**src/pin_ctrl_defs.vh**
```
`ifndef PIN_CTRL_DEFS_VH
`define PIN_CTRL_DEFS_VH
// Register byte addresses
`define REG_PORTA_DATA   8'h00
`define REG_PORTB_DATA   8'h04
`define REG_PORTC_DATA   8'h08
`define REG_PORTA_DIR    8'h0C
`define REG_PORTB_DIR    8'h10
`define REG_PORTC_DIR    8'h14
`define REG_PULLUP_A     8'h18
`define REG_PULLUP_B     8'h1C
`define REG_SLOW_EDGE    8'h20
`define REG_FUNC_EN      8'h24
`define REG_IRQ_STATUS   8'h28
`define REG_IRQ_MASK     8'h2C
// Function enable fields
`define FN_SECOND_EXTERNAL_INTERRUPT_BIT      0
`define FN_CAPTURE_BIT   1
`define FN_ANALOG_BIT    2
// Slow edge fields
`define SLOW_B_LSB       0
`define SLOW_A6_BIT      5
`define SLOW_A7_BIT      6
// Status fields
`define ST_IRQ_BIT       0
`define ST_SECOND_EXTERNAL_INTERRUPT_BIT      1
`define ST_CAPTURE_BIT   2
// Reset values
`define RESET_DIR        8'h00
`define RESET_ZERO       8'h00
// Timing
`define OSC_DIV_OP       2
`define OSC_DIV_SERIAL   4
`define START_LONG       4064
`define START_SHORT      128
`define LOW_RESET_CYCLES 4
`endif

```
**src/pin_sync.v**
```verilog
`timescale 1ns/1ns
module pin_sync #(
	parameter WIDTH = 1
) (
	// Clock and reset
	input  wire             i_clk,
	input  wire             i_reset_n,
	// Data
	input  wire [WIDTH-1:0] i_async,
	output reg  [WIDTH-1:0] o_sync
);
	reg [WIDTH-1:0] stage;

	// First stage is read only by the second
	always @(posedge i_clk or negedge i_reset_n) begin
		if (!i_reset_n) begin
			stage  <= {WIDTH{1'b0}};
			o_sync <= {WIDTH{1'b0}};
		end else begin
			stage  <= i_async;
			o_sync <= stage;
		end
	end
endmodule

```
**src/port_pin_function_control.v**
```verilog
// What this block does
// - Operating clock enable ticks at oscillator rate divided by two.
// - Serial bus clock derived from oscillator divided by four.
// - All port lines are inputs after power-on and every reset.
// - Interrupt senses falling edges, optionally also sustained low level.
// - Option ORs port A lines 0-3 into interrupt with same sensitivity.
// - Port A line 4 is second interrupt input when enabled.
// - Port B line 0 routes to capture input when enabled.
// - Analog enable makes port C 0-3 inputs, 4 high, 5 low reference.
// - Analog enable lets port B lines 3 and 4 be channels four, five.
// - Low-voltage reset drives the reset pin low as an output.
// - External low on reset pin returns block to start-up state.
// - Operation held off 4064 or 128 cycles after oscillator start.
// - Software enables pull-ups on port A 0-4 and port B lines.
// - Software slow falling-edge control on port B and port A 6, 7.
`timescale 1ns/1ns
`include "pin_ctrl_defs.vh"
module port_pin_function_control #(
	parameter LEVEL_SENSE     = 1'b0,
	parameter PORTA_IRQ_EN    = 1'b0,
	parameter SHORT_START     = 1'b0,
	parameter START_LONG_CYC  = `START_LONG
) (
	// Clock and reset
	input  wire        i_clk,
	input  wire        i_reset_n,
	// Wishbone slave
	input  wire        i_wb_cyc,
	input  wire        i_wb_stb,
	input  wire        i_wb_we,
	input  wire [7:0]  i_wb_adr,
	input  wire [3:0]  i_wb_sel,
	input  wire [31:0] i_wb_dat,
	output reg  [31:0] o_wb_dat,
	output reg         o_wb_ack,
	output reg         o_irq,
	// Pins
	input  wire [7:0]  i_port_a_lines,
	output reg  [7:0]  o_port_a_lines,
	output reg  [7:0]  o_port_a_oe,
	output reg  [7:0]  o_port_a_pullup,
	input  wire [4:0]  i_port_b_lines,
	output reg  [4:0]  o_port_b_lines,
	output reg  [4:0]  o_port_b_oe,
	output reg  [4:0]  o_port_b_pullup,
	output reg  [6:0]  o_slow_edge,
	input  wire [5:0]  i_port_c_lines,
	output reg  [5:0]  o_port_c_lines,
	output reg  [5:0]  o_port_c_oe,
	input  wire        i_irq_pin_n,
	input  wire        i_reset_pin_n,
	input  wire        i_low_voltage_reset,
	input  wire        i_osc_stable,
	output reg         o_reset_pin_n,
	output reg         o_reset_pin_oe,
	// Function outputs
	output reg         o_op_clk_en,
	output reg         o_serial_clk,
	output reg         o_run,
	output reg         o_capture_input,
	output reg         o_analog_en,
	output reg         o_analog_ref_sel,
	output reg  [5:0]  o_analog_channels
);
	// Counts are cut to their counter widths on purpose
	localparam [31:0] START_FULL = SHORT_START ? `START_SHORT : START_LONG_CYC;
	localparam [31:0] LOW_FULL   = `LOW_RESET_CYCLES;
	localparam [11:0] START_CYC  = START_FULL[11:0];
	localparam [2:0]  LOW_CYC    = LOW_FULL[2:0];

	reg  [1:0]  rst_sync;
	wire        rst_n = rst_sync[1];
	wire [7:0]  pa_s;
	wire [4:0]  pb_s;
	wire [5:0]  pc_s;
	wire [2:0]  ctl_s;
	reg  [7:0]  pa_out, pa_dir, pa_pu, pc_out;
	reg  [4:0]  pb_out, pb_dir, pb_pu;
	reg  [5:0]  pc_dir;
	reg  [6:0]  slow;
	reg  [2:0]  func_en;
	reg  [2:0]  status, mask;
	reg  [2:0]  next_status;
	reg  [31:0] next_rd;
	reg         irq_prev, second_external_interrupt_prev, cap_prev;
	reg  [1:0]  div_cnt;
	reg  [11:0] start_cnt;
	reg  [2:0]  lvr_cnt;
	reg  [1:0]  sync_fill;
	wire        settled = (sync_fill == 2'd3);
	wire        irq_line, irq_hit, second_external_interrupt_hit, cap_hit;
	wire        bus_req = i_wb_cyc && i_wb_stb && !o_wb_ack;
	wire        wr = bus_req && i_wb_we && i_wb_sel[0];
	wire        rd_status = bus_req && !i_wb_we && (i_wb_adr == `REG_IRQ_STATUS);

	// External reset pin joins the system reset before the release stages
	wire        any_reset_n = i_reset_n && i_reset_pin_n;
	always @(posedge i_clk or negedge any_reset_n) begin
		if (!any_reset_n) begin
			rst_sync <= 2'b00;
		end else begin
			rst_sync <= {rst_sync[0], 1'b1};
		end
	end

	pin_sync #(.WIDTH(8)) sync_a (.i_clk(i_clk), .i_reset_n(rst_n), .i_async(i_port_a_lines), .o_sync(pa_s));
	pin_sync #(.WIDTH(5)) sync_b (.i_clk(i_clk), .i_reset_n(rst_n), .i_async(i_port_b_lines), .o_sync(pb_s));
	pin_sync #(.WIDTH(6)) sync_c (.i_clk(i_clk), .i_reset_n(rst_n), .i_async(i_port_c_lines), .o_sync(pc_s));
	pin_sync #(.WIDTH(3)) sync_ctl (
		.i_clk(i_clk),
		.i_reset_n(rst_n),
		.i_async({i_osc_stable, i_low_voltage_reset, i_irq_pin_n}),
		.o_sync(ctl_s)
	);

	// Interrupt line is low-active; port A 0-3 ORed in as extra sources
	assign irq_line = ctl_s[0] & ~(PORTA_IRQ_EN & ~(&pa_s[3:0]));
	// Falling edge always; sustained low also if the level option is built
	assign irq_hit  = settled & ((irq_prev & ~irq_line) | (LEVEL_SENSE & ~irq_line));
	assign second_external_interrupt_hit = settled & func_en[`FN_SECOND_EXTERNAL_INTERRUPT_BIT] & second_external_interrupt_prev & ~pa_s[4];
	assign cap_hit  = settled & func_en[`FN_CAPTURE_BIT] & (cap_prev ^ pb_s[0]);

	// Synchronisers show reset zeros, not the idle-high pins, for the first edges after reset;
	// edge and level detectors ignore them until the previous-value registers hold real levels
	always @(posedge i_clk or negedge rst_n) begin
		if (!rst_n) begin
			sync_fill <= 2'd0;
		end else if (sync_fill != 2'd3) begin
			sync_fill <= sync_fill + 2'd1;
		end
	end

	always @* begin
		next_status = status;
		if (rd_status) begin
			next_status = 3'b000;
		end
		// Set beats the read-clear in the same cycle
		next_status[`ST_IRQ_BIT]     = next_status[`ST_IRQ_BIT] | irq_hit;
		next_status[`ST_SECOND_EXTERNAL_INTERRUPT_BIT]    = next_status[`ST_SECOND_EXTERNAL_INTERRUPT_BIT] | second_external_interrupt_hit;
		next_status[`ST_CAPTURE_BIT] = next_status[`ST_CAPTURE_BIT] | cap_hit;
	end

	// Unmapped addresses and unused upper bits read as zero
	always @* begin
		next_rd = 32'h0000_0000;
		if (i_wb_adr == `REG_PORTA_DATA) begin
			next_rd[7:0] = (pa_out & pa_dir) | (pa_s & ~pa_dir);
		end else if (i_wb_adr == `REG_PORTB_DATA) begin
			next_rd[4:0] = (pb_out & pb_dir) | (pb_s & ~pb_dir);
		end else if (i_wb_adr == `REG_PORTC_DATA) begin
			next_rd[5:0] = (pc_out[5:0] & pc_dir) | (pc_s & ~pc_dir);
		end else if (i_wb_adr == `REG_PORTA_DIR) begin
			next_rd[7:0] = pa_dir;
		end else if (i_wb_adr == `REG_PORTB_DIR) begin
			next_rd[4:0] = pb_dir;
		end else if (i_wb_adr == `REG_PORTC_DIR) begin
			next_rd[5:0] = pc_dir;
		end else if (i_wb_adr == `REG_PULLUP_A) begin
			next_rd[7:0] = pa_pu;
		end else if (i_wb_adr == `REG_PULLUP_B) begin
			next_rd[4:0] = pb_pu;
		end else if (i_wb_adr == `REG_SLOW_EDGE) begin
			next_rd[6:0] = slow;
		end else if (i_wb_adr == `REG_FUNC_EN) begin
			next_rd[2:0] = func_en;
		end else if (i_wb_adr == `REG_IRQ_STATUS) begin
			next_rd[2:0] = status;
		end else if (i_wb_adr == `REG_IRQ_MASK) begin
			next_rd[2:0] = mask;
		end
	end

	always @(posedge i_clk or negedge rst_n) begin
		if (!rst_n) begin
			pa_out    <= `RESET_ZERO;
			pb_out    <= 5'h00;
			pc_out    <= `RESET_ZERO;
			pa_dir    <= `RESET_DIR;
			pb_dir    <= 5'h00;
			pc_dir    <= 6'h00;
			pa_pu     <= `RESET_ZERO;
			pb_pu     <= 5'h00;
			slow      <= 7'h00;
			func_en   <= 3'h0;
			mask      <= 3'h0;
			status    <= 3'h0;
			irq_prev  <= 1'b1;
			second_external_interrupt_prev <= 1'b1;
			cap_prev  <= 1'b0;
			o_wb_ack  <= 1'b0;
			o_wb_dat  <= 32'h0000_0000;
			o_irq     <= 1'b0;
		end else begin
			irq_prev  <= irq_line;
			second_external_interrupt_prev <= pa_s[4];
			cap_prev  <= pb_s[0];
			status    <= next_status;
			o_irq     <= |(next_status & mask);
			o_wb_ack  <= bus_req;
			o_wb_dat  <= bus_req ? next_rd : 32'h0000_0000;
			if (wr) begin
				if (i_wb_adr == `REG_PORTA_DATA) begin
					pa_out <= i_wb_dat[7:0];
				end else if (i_wb_adr == `REG_PORTB_DATA) begin
					pb_out <= i_wb_dat[4:0];
				end else if (i_wb_adr == `REG_PORTC_DATA) begin
					pc_out <= {2'b00, i_wb_dat[5:0]};
				end else if (i_wb_adr == `REG_PORTA_DIR) begin
					pa_dir <= i_wb_dat[7:0];
				end else if (i_wb_adr == `REG_PORTB_DIR) begin
					pb_dir <= i_wb_dat[4:0];
				end else if (i_wb_adr == `REG_PORTC_DIR) begin
					pc_dir <= i_wb_dat[5:0];
				end else if (i_wb_adr == `REG_PULLUP_A) begin
					pa_pu <= {3'b000, i_wb_dat[4:0]};
				end else if (i_wb_adr == `REG_PULLUP_B) begin
					pb_pu <= i_wb_dat[4:0];
				end else if (i_wb_adr == `REG_SLOW_EDGE) begin
					slow <= i_wb_dat[6:0];
				end else if (i_wb_adr == `REG_FUNC_EN) begin
					func_en <= i_wb_dat[2:0];
				end else if (i_wb_adr == `REG_IRQ_MASK) begin
					mask <= i_wb_dat[2:0];
				end
			end
		end
	end

	// Pin drivers; alternate functions take the pin away from the output path
	always @(posedge i_clk or negedge rst_n) begin
		if (!rst_n) begin
			o_port_a_lines   <= 8'h00;
			o_port_a_oe      <= 8'h00;
			o_port_a_pullup  <= 8'h00;
			o_port_b_lines   <= 5'h00;
			o_port_b_oe      <= 5'h00;
			o_port_b_pullup  <= 5'h00;
			o_port_c_lines   <= 6'h00;
			o_port_c_oe      <= 6'h00;
			o_slow_edge      <= 7'h00;
			o_capture_input  <= 1'b0;
			o_analog_en      <= 1'b0;
			o_analog_ref_sel <= 1'b0;
			o_analog_channels <= 6'h00;
		end else begin
			o_port_a_lines  <= pa_out;
			o_port_a_oe     <= pa_dir & {3'b111, ~func_en[`FN_SECOND_EXTERNAL_INTERRUPT_BIT], 4'hF};
			o_port_a_pullup <= pa_pu & ~pa_dir;
			o_port_b_lines  <= pb_out;
			o_port_b_oe     <= pb_dir & {~func_en[`FN_ANALOG_BIT], ~func_en[`FN_ANALOG_BIT], 2'b11,
				~func_en[`FN_CAPTURE_BIT]};
			o_port_b_pullup <= pb_pu & ~pb_dir;
			o_port_c_lines  <= pc_out[5:0];
			o_port_c_oe     <= func_en[`FN_ANALOG_BIT] ? 6'h00 : pc_dir;
			// Slow falling edge only matters while the line drives
			o_slow_edge     <= slow & {pa_dir[7], pa_dir[6], pb_dir};
			o_capture_input <= func_en[`FN_CAPTURE_BIT] & pb_s[0];
			o_analog_en     <= func_en[`FN_ANALOG_BIT];
			o_analog_ref_sel <= func_en[`FN_ANALOG_BIT];
			o_analog_channels <= func_en[`FN_ANALOG_BIT] ? {pb_s[4], pb_s[3], pc_s[3:0]} : 6'h00;
		end
	end

	// Clock dividers from the oscillator-rate clock
	// Bit 0 toggles every edge, so the enable marks every other oscillator cycle
	always @(posedge i_clk or negedge rst_n) begin
		if (!rst_n) begin
			div_cnt      <= 2'd0;
			o_op_clk_en  <= 1'b0;
			o_serial_clk <= 1'b0;
		end else begin
			div_cnt      <= div_cnt + 2'd1;
			o_op_clk_en  <= (div_cnt[0] == 1'b1);
			o_serial_clk <= (div_cnt == 2'd1) ? 1'b1 :
				(div_cnt == 2'd3) ? 1'b0 : o_serial_clk;
		end
	end

	// Start-up hold-off counted once the oscillator reports stable
	always @(posedge i_clk or negedge rst_n) begin
		if (!rst_n) begin
			start_cnt <= 12'd0;
			o_run     <= 1'b0;
		end else if (ctl_s[2] && !o_run) begin
			start_cnt <= start_cnt + 12'd1;
			o_run     <= (start_cnt == START_CYC - 12'd1);
		end
	end

	// Low-voltage reset drives the pin; stretched so the pulse is seen outside
	// Only the raw reset clears this block, since the pin it drives resets everything else
	always @(posedge i_clk or negedge i_reset_n) begin
		if (!i_reset_n) begin
			lvr_cnt        <= 3'd0;
			o_reset_pin_n  <= 1'b1;
			o_reset_pin_oe <= 1'b0;
		end else begin
			if (ctl_s[1]) begin
				lvr_cnt <= LOW_CYC;
			end else if (lvr_cnt != 3'd0) begin
				lvr_cnt <= lvr_cnt - 3'd1;
			end
			o_reset_pin_n  <= 1'b0;
			o_reset_pin_oe <= ctl_s[1] || (lvr_cnt != 3'd0);
		end
	end
endmodule

```
**config.mk**
```make
export PLATFORM = sky130hd
export DESIGN_NAME = port_pin_function_control
export DESIGN_NICKNAME = d
export VERILOG_FILES = /design/src/pin_sync.v /design/src/port_pin_function_control.v
export VERILOG_INCLUDE_DIRS = /design/src /design/src/src
export SDC_FILE = /design/constraint.sdc
export NUM_CORES = 1
export LEC_CHECK = 0
export BUFFER_PORTS_ARGS = -buffer_cell sky130_fd_sc_hd__buf_2
export CAP_MARGIN = 15
export CORE_UTILIZATION = 35
export DETAILED_ROUTE_END_ITERATION = 10
export PLACE_DENSITY = 0.68
export SLEW_MARGIN = 20
export SYNTH_ARGS = -nofsm -noshare
export SYNTH_HDL_FRONTEND = slang
export SYNTH_SLANG_ARGS = --single-unit
```
**constraint.sdc**
```tcl
create_clock -name i_clk -period 6.7 [get_ports i_clk]
set_input_delay 1.005 -clock i_clk [delete_from_list [all_inputs] [get_ports i_clk]]
set_output_delay 1.005 -clock i_clk [all_outputs]
set_load 0.005 [all_outputs]
```
---- After elaboration in Yosys (flattened, before gate mapping) ----
Index checks and enable logic that the tools add are counted.
cells by class
  eq/ne operators ......................... 16
  add/subtract/negate cells ............... 4
  mux-type cells .......................... 32
  reduce and logical (&&, ||, !) cells .... 28
  bitwise operators ....................... 45
operator list
  kind                                                                   count
  7-bit two-way mux                                                      7
  8-bit by 5-bit equality test with 1-bit output, second input constant  4
  8-bit by 6-bit equality test with 1-bit output, second input constant  4
  8-bit AND                                                              3
  3-bit two-way mux                                                      8
  6-bit two-way mux                                                      4
  8-bit two-way mux                                                      3
  5-bit AND                                                              4
  8-bit by 4-bit equality test with 1-bit output, second input constant  2
  5-bit two-way mux                                                      3
  1-bit inverter                                                         15
  12-bit by 1-bit adder with 12-bit output, second input constant        1
  6-bit AND                                                              2
  12-bit equality test, second input constant                            1
  12-bit AND reduction                                                   1
  11-bit AND reduction                                                   1
  10-bit AND reduction                                                   1
  9-bit AND reduction                                                    1
  1-bit AND                                                              8
  5-bit by 8-bit AND with 8-bit output                                   1
  8-bit by 3-bit equality test with 1-bit output, second input constant  1
  1-bit logical AND                                                      8
  8-bit logical NOT                                                      1
  8-bit inverter                                                         1
  29 further kinds                                                       40
word-level totals
  output and inout bits ................... 106
  word-level logic and storage cells ...... 173
  input bits .............................. 72
  register bits ........................... 213

---- Longest topological paths before layout ----
  word-level depth ........................ 20
  mapped depth ............................ 8
  mapped depth without buffers ............ 6

---- Modules after synthesis ----
From an unflattened synthesis, not the netlist that was laid out.
second synthesis, totals
  cells, all modules ...................... 554
  area, all modules ....................... 7,913.8 µm²
modules (own cells, without submodules)
  module                     seq. area each (µm²)  times used  cells an instance  area an instance (µm²)
  port_pin_function_control  4,157.7               1           510                6,812.8
  pin_sync (sync_a)          400.4                 1           16                 400.4
  pin_sync (sync_c)          300.3                 1           12                 300.3
  pin_sync (sync_b)          250.2                 1           10                 250.2
  pin_sync (sync_ctl)        150.1                 1           6                  150.1

---- Worst setup path before layout ----
OpenSTA, ideal clock, no wires.
  kind .................................... in2reg
  from .................................... in i_wb_adr[1]
  to ...................................... reg pb_pu[0]
  path buffers ............................ 1
  setup time .............................. 0.125 ns
  data required time ...................... 6.575 ns
  setup slack ............................. 4.129 ns
  data arrival time ....................... 2.446 ns
  cell stages on the path ................. 4
  path through ............................ or4_1 > buf_4 > nor4_4 > mux2_2
on the way
  cells in the longest elaborated chain, start to end .. 3
  elaborated cells on any way between the ends .. 16
  those cells by class .................... eq/ne (7); bitwise (7); reduce/logical (2)
ends and longest elaborated chain
  item                                                                                    line                             source
  start: declaration                                                                      port_pin_function_control.v:31   input wire [7:0] i_wb_adr,
  8-bit by 5-bit equality test with 1-bit output (no line), or another cell as far along  n/a
  1-bit inverter (no line)                                                                n/a
  9-bit AND reduction (no line) *                                                         n/a
  end signal: assignment                                                                  port_pin_function_control.v:218  pb_pu <= i_wb_dat[4:0];
  end: declaration                                                                        port_pin_function_control.v:78   reg [4:0] pb_out, pb_dir, pb_pu;
Mark *: on every way between the ends. The rest lies on a longest branch, timed or not.
A chain may end at the register's enable or synchronous reset.

---- Worst setup path after layout ----
  from .................................... in i_wb_adr[2]
  to ...................................... reg pa_out[1]
on the way
  cells in the longest elaborated chain, start to end .. 2
ends and longest elaborated chain
  item                           line                             source
  8-bit logical NOT (no line)    n/a
  2-bit AND reduction (no line)  n/a
  end signal: assignment         port_pin_function_control.v:176  pa_out <= `RESET_ZERO;
  end signal: assignment         port_pin_function_control.v:204  pa_out <= i_wb_dat[7:0];
  end: declaration               port_pin_function_control.v:77   reg [7:0] pa_out, pa_dir, pa_pu, pc_out;
Every way passes these cells.

==> metrics.txt <==
Final HPWL DP 12150 um; antenna viol nets, final 0; Fill cells 2085; initial drt markers 339; layout cell share with drive strength beyond 1 0.3476; DIE WIDTH 153.8 um; Multi-input gate area 2550 um^2; drt pass-1 iters 5; first-pass GRT wire length 28140 um; layout overhead on the synthesized area 19.61%; Startpoint Class input pin; vias in the first global route 4985; Hold WC Path Type in -> async; CP max FO 37; yosys warns 0; synthesized instance count 579; setup TNS 0 ps; maximum vdd drop 139.0 uV; top cells by area, synth dfrtp_1 64%, mux2_2 9.9%, buf_4 2.7%; Critical Path RT 7080 ps; Final Hold Fails 0; row count 55; crit-path cells buf_2 > nor2_1 > and3_1 > and2_1 > mux2_2; Via-to-Cell Ratio 4.877; fraction of registers with async set or reset after synthesis 1.000; CTS tree done; Static Leak 0.004920 uW; Die Height 153.8 um; critical path class in -> reg; fin nets 784; Critical Path Max Stage Delay 550 ps; fin crit share 0.4180; post-layout min period 2801 ps; worst slew pin tran 877.8 ps; register area share after synthesis 0.6521; CP bufs+invs 1; share of the synthesized area in the top cell type 0.6424; H-tree lvl count 1; Inserted Clock Buffers 23; RSZ-0062 raised after global routing no; IO Port Bufs 123; CP endpoint kind flop; Slew Limit Fails 0; initial core utilization 0.3562; ys flop type dfrtp_1; status complete, no violations; IO Pins 178; initial antenna violation count 2; Synth Register Bits 210; top cell type by total area after synthesis dfrtp_1; Distinct cells, synth 59; Worst path top cell family by delay simple AND/OR/NAND/NOR gates; Root Buffer Master clkbuf_16; Sink Count 210; clock slew at reported path FFs 60 ps; slowest stage cell, crit path and2_1; CTS Hold Bufs 0; Post-synth EDFFs 0; Final Setup Violations 0; via count 4916; Worst-Skew Late Latency 500 ps; PD cells 290.1 nW/um^2; max_cap viols 0; Layout Skew 15.34 ps; Syn Area/Cell 13.93 um^2; largest net degree at the start of global routing 158; Placer Congestion 0.8643; most common cell in the synthesized netlist dfrtp_1; cts repair resizes 0; clock buffer depth 3; f_max 357.1 MHz; Core Box Area 22640 um^2; DRC Markers 0; arrival time of the worst setup path 3180 ps; Routed WL 18040 um; Post-Synthesis Cell Area 8064 um^2; post-CTS setup buffer count 0; global-route congestion overflow total 0; Hold WS 308.7 ps; Overall Global Routing Usage 0.1550; Max-slew headroom 0.4148; die area 23650 um^2; Reg area 5263 um^2; Routed wire per std cell 17.90 um; most common library cells after synthesis 207 x dfrtp_1, 71 x mux2_2, 29 x buf_4, 29 x nor2b_1, 19 x nand2_1; Power, Total 2798 uW
-- state kept, by name (all words and copies together), names as in the netlist, 7 cells and up --
signal	cells
pa_out	8
sync_a.o_sync	8
pa_dir	8
sync_a.stage	8
slow	7
o_port_a_lines	8
o_wb_dat	8
start_cnt	12
o_slow_edge	7
o_port_a_oe	8
-- area by class of cell --
| cell class | count | area share |
|---|---|---|
| antenna | 1 | 0.0002594 |
| clock buffer | 33 | 0.07083 |
| clock inverter | 8 | 0.01025 |
| inverter | 13 | 0.005059 |
| multi-input combinational | 333 | 0.2644 |
| sequential | 210 | 0.5456 |
| tap | 285 | 0.03697 |
| timing repair buffer | 125 | 0.06668 |
-- cell usage in the layout (no fill, tap or decap), types with 15 or more instances in the layout --
cell and n:
nand2_1 19, clkbuf_16 23, buf_2 123, nor2b_1 29, a21oi_1 15, and2_1 17, mux2_2 71, mux2i_1 15
dfrtp_1 206, conb_1 29
-- logic make-up (layout without fill, tap and decap cells) --
group	Yosys count	count (layout)	share of synthesized area
flip-flops	210	210	0.6521
XOR/XNOR	14	14	0.01521
adder cells (fa/ha/maj)	6	6	0.009309
other	2	30	0.0009313
buffers and inverters	63	179	0.04422
AND/OR/NAND/NOR	128	128	0.09604
AO/OA/AOI/OAI	68	68	0.05881
multiplexers	88	88	0.1234
-- where the power goes --
group          internal, uW  total (uW)  switching, uW
Combinational          63.8         159           95.3
Clock                   785        1280            495
Sequential             1320        1360           40.3
-- through the flow --
stage	area (um^2)	util	cells	setup WS [ps]
global route	9643	0.4259	1007	3823
global placement	8861	0.3914	966	3448
finish	9646	0.4260	1008	3899
detailed placement	8861	0.3914	966	3434
CTS	9643	0.4259	1007	3955
floorplan	8165	-	606	567.9
-- worst reg2reg max path, cell delays in order, from the launching register on --
cell	delay (ps)
dfrtp_1	370
nand3b_4	240
inv_1	180
and3_1	410
and2_1	540
mux2_2	390
-- worst paths after layout --
check | startpoint | endpoint | slack (ps) | cells past startpoint
setup / recovery | i_wb_adr[2] | pa_out[1] | 3900 | 5
hold / removal | i_reset_n | lvr_cnt[0] | 310 | 1
setup reg to reg | o_wb_ack | pa_out[1] | 4450 | 5
hold reg to reg | sync_a.stage[7] | sync_a.o_sync[7] | 340 | 0
max in group asynchronous | rst_sync[1] | sync_b.o_sync[0] | 5070 | 1
min in group i_clk | sync_a.stage[7] | sync_a.o_sync[7] | 340 | 0
-- per-layer routing --
layer	track usage	up-vias	wire, um
met4	0.05333	2	517
li1	-	2218	-
met1	0.2076	2462	7885
met2	0.2472	191	8473
met5	0	-	10
met3	0.03608	43	1154
(Power assumes the default switching activity.)
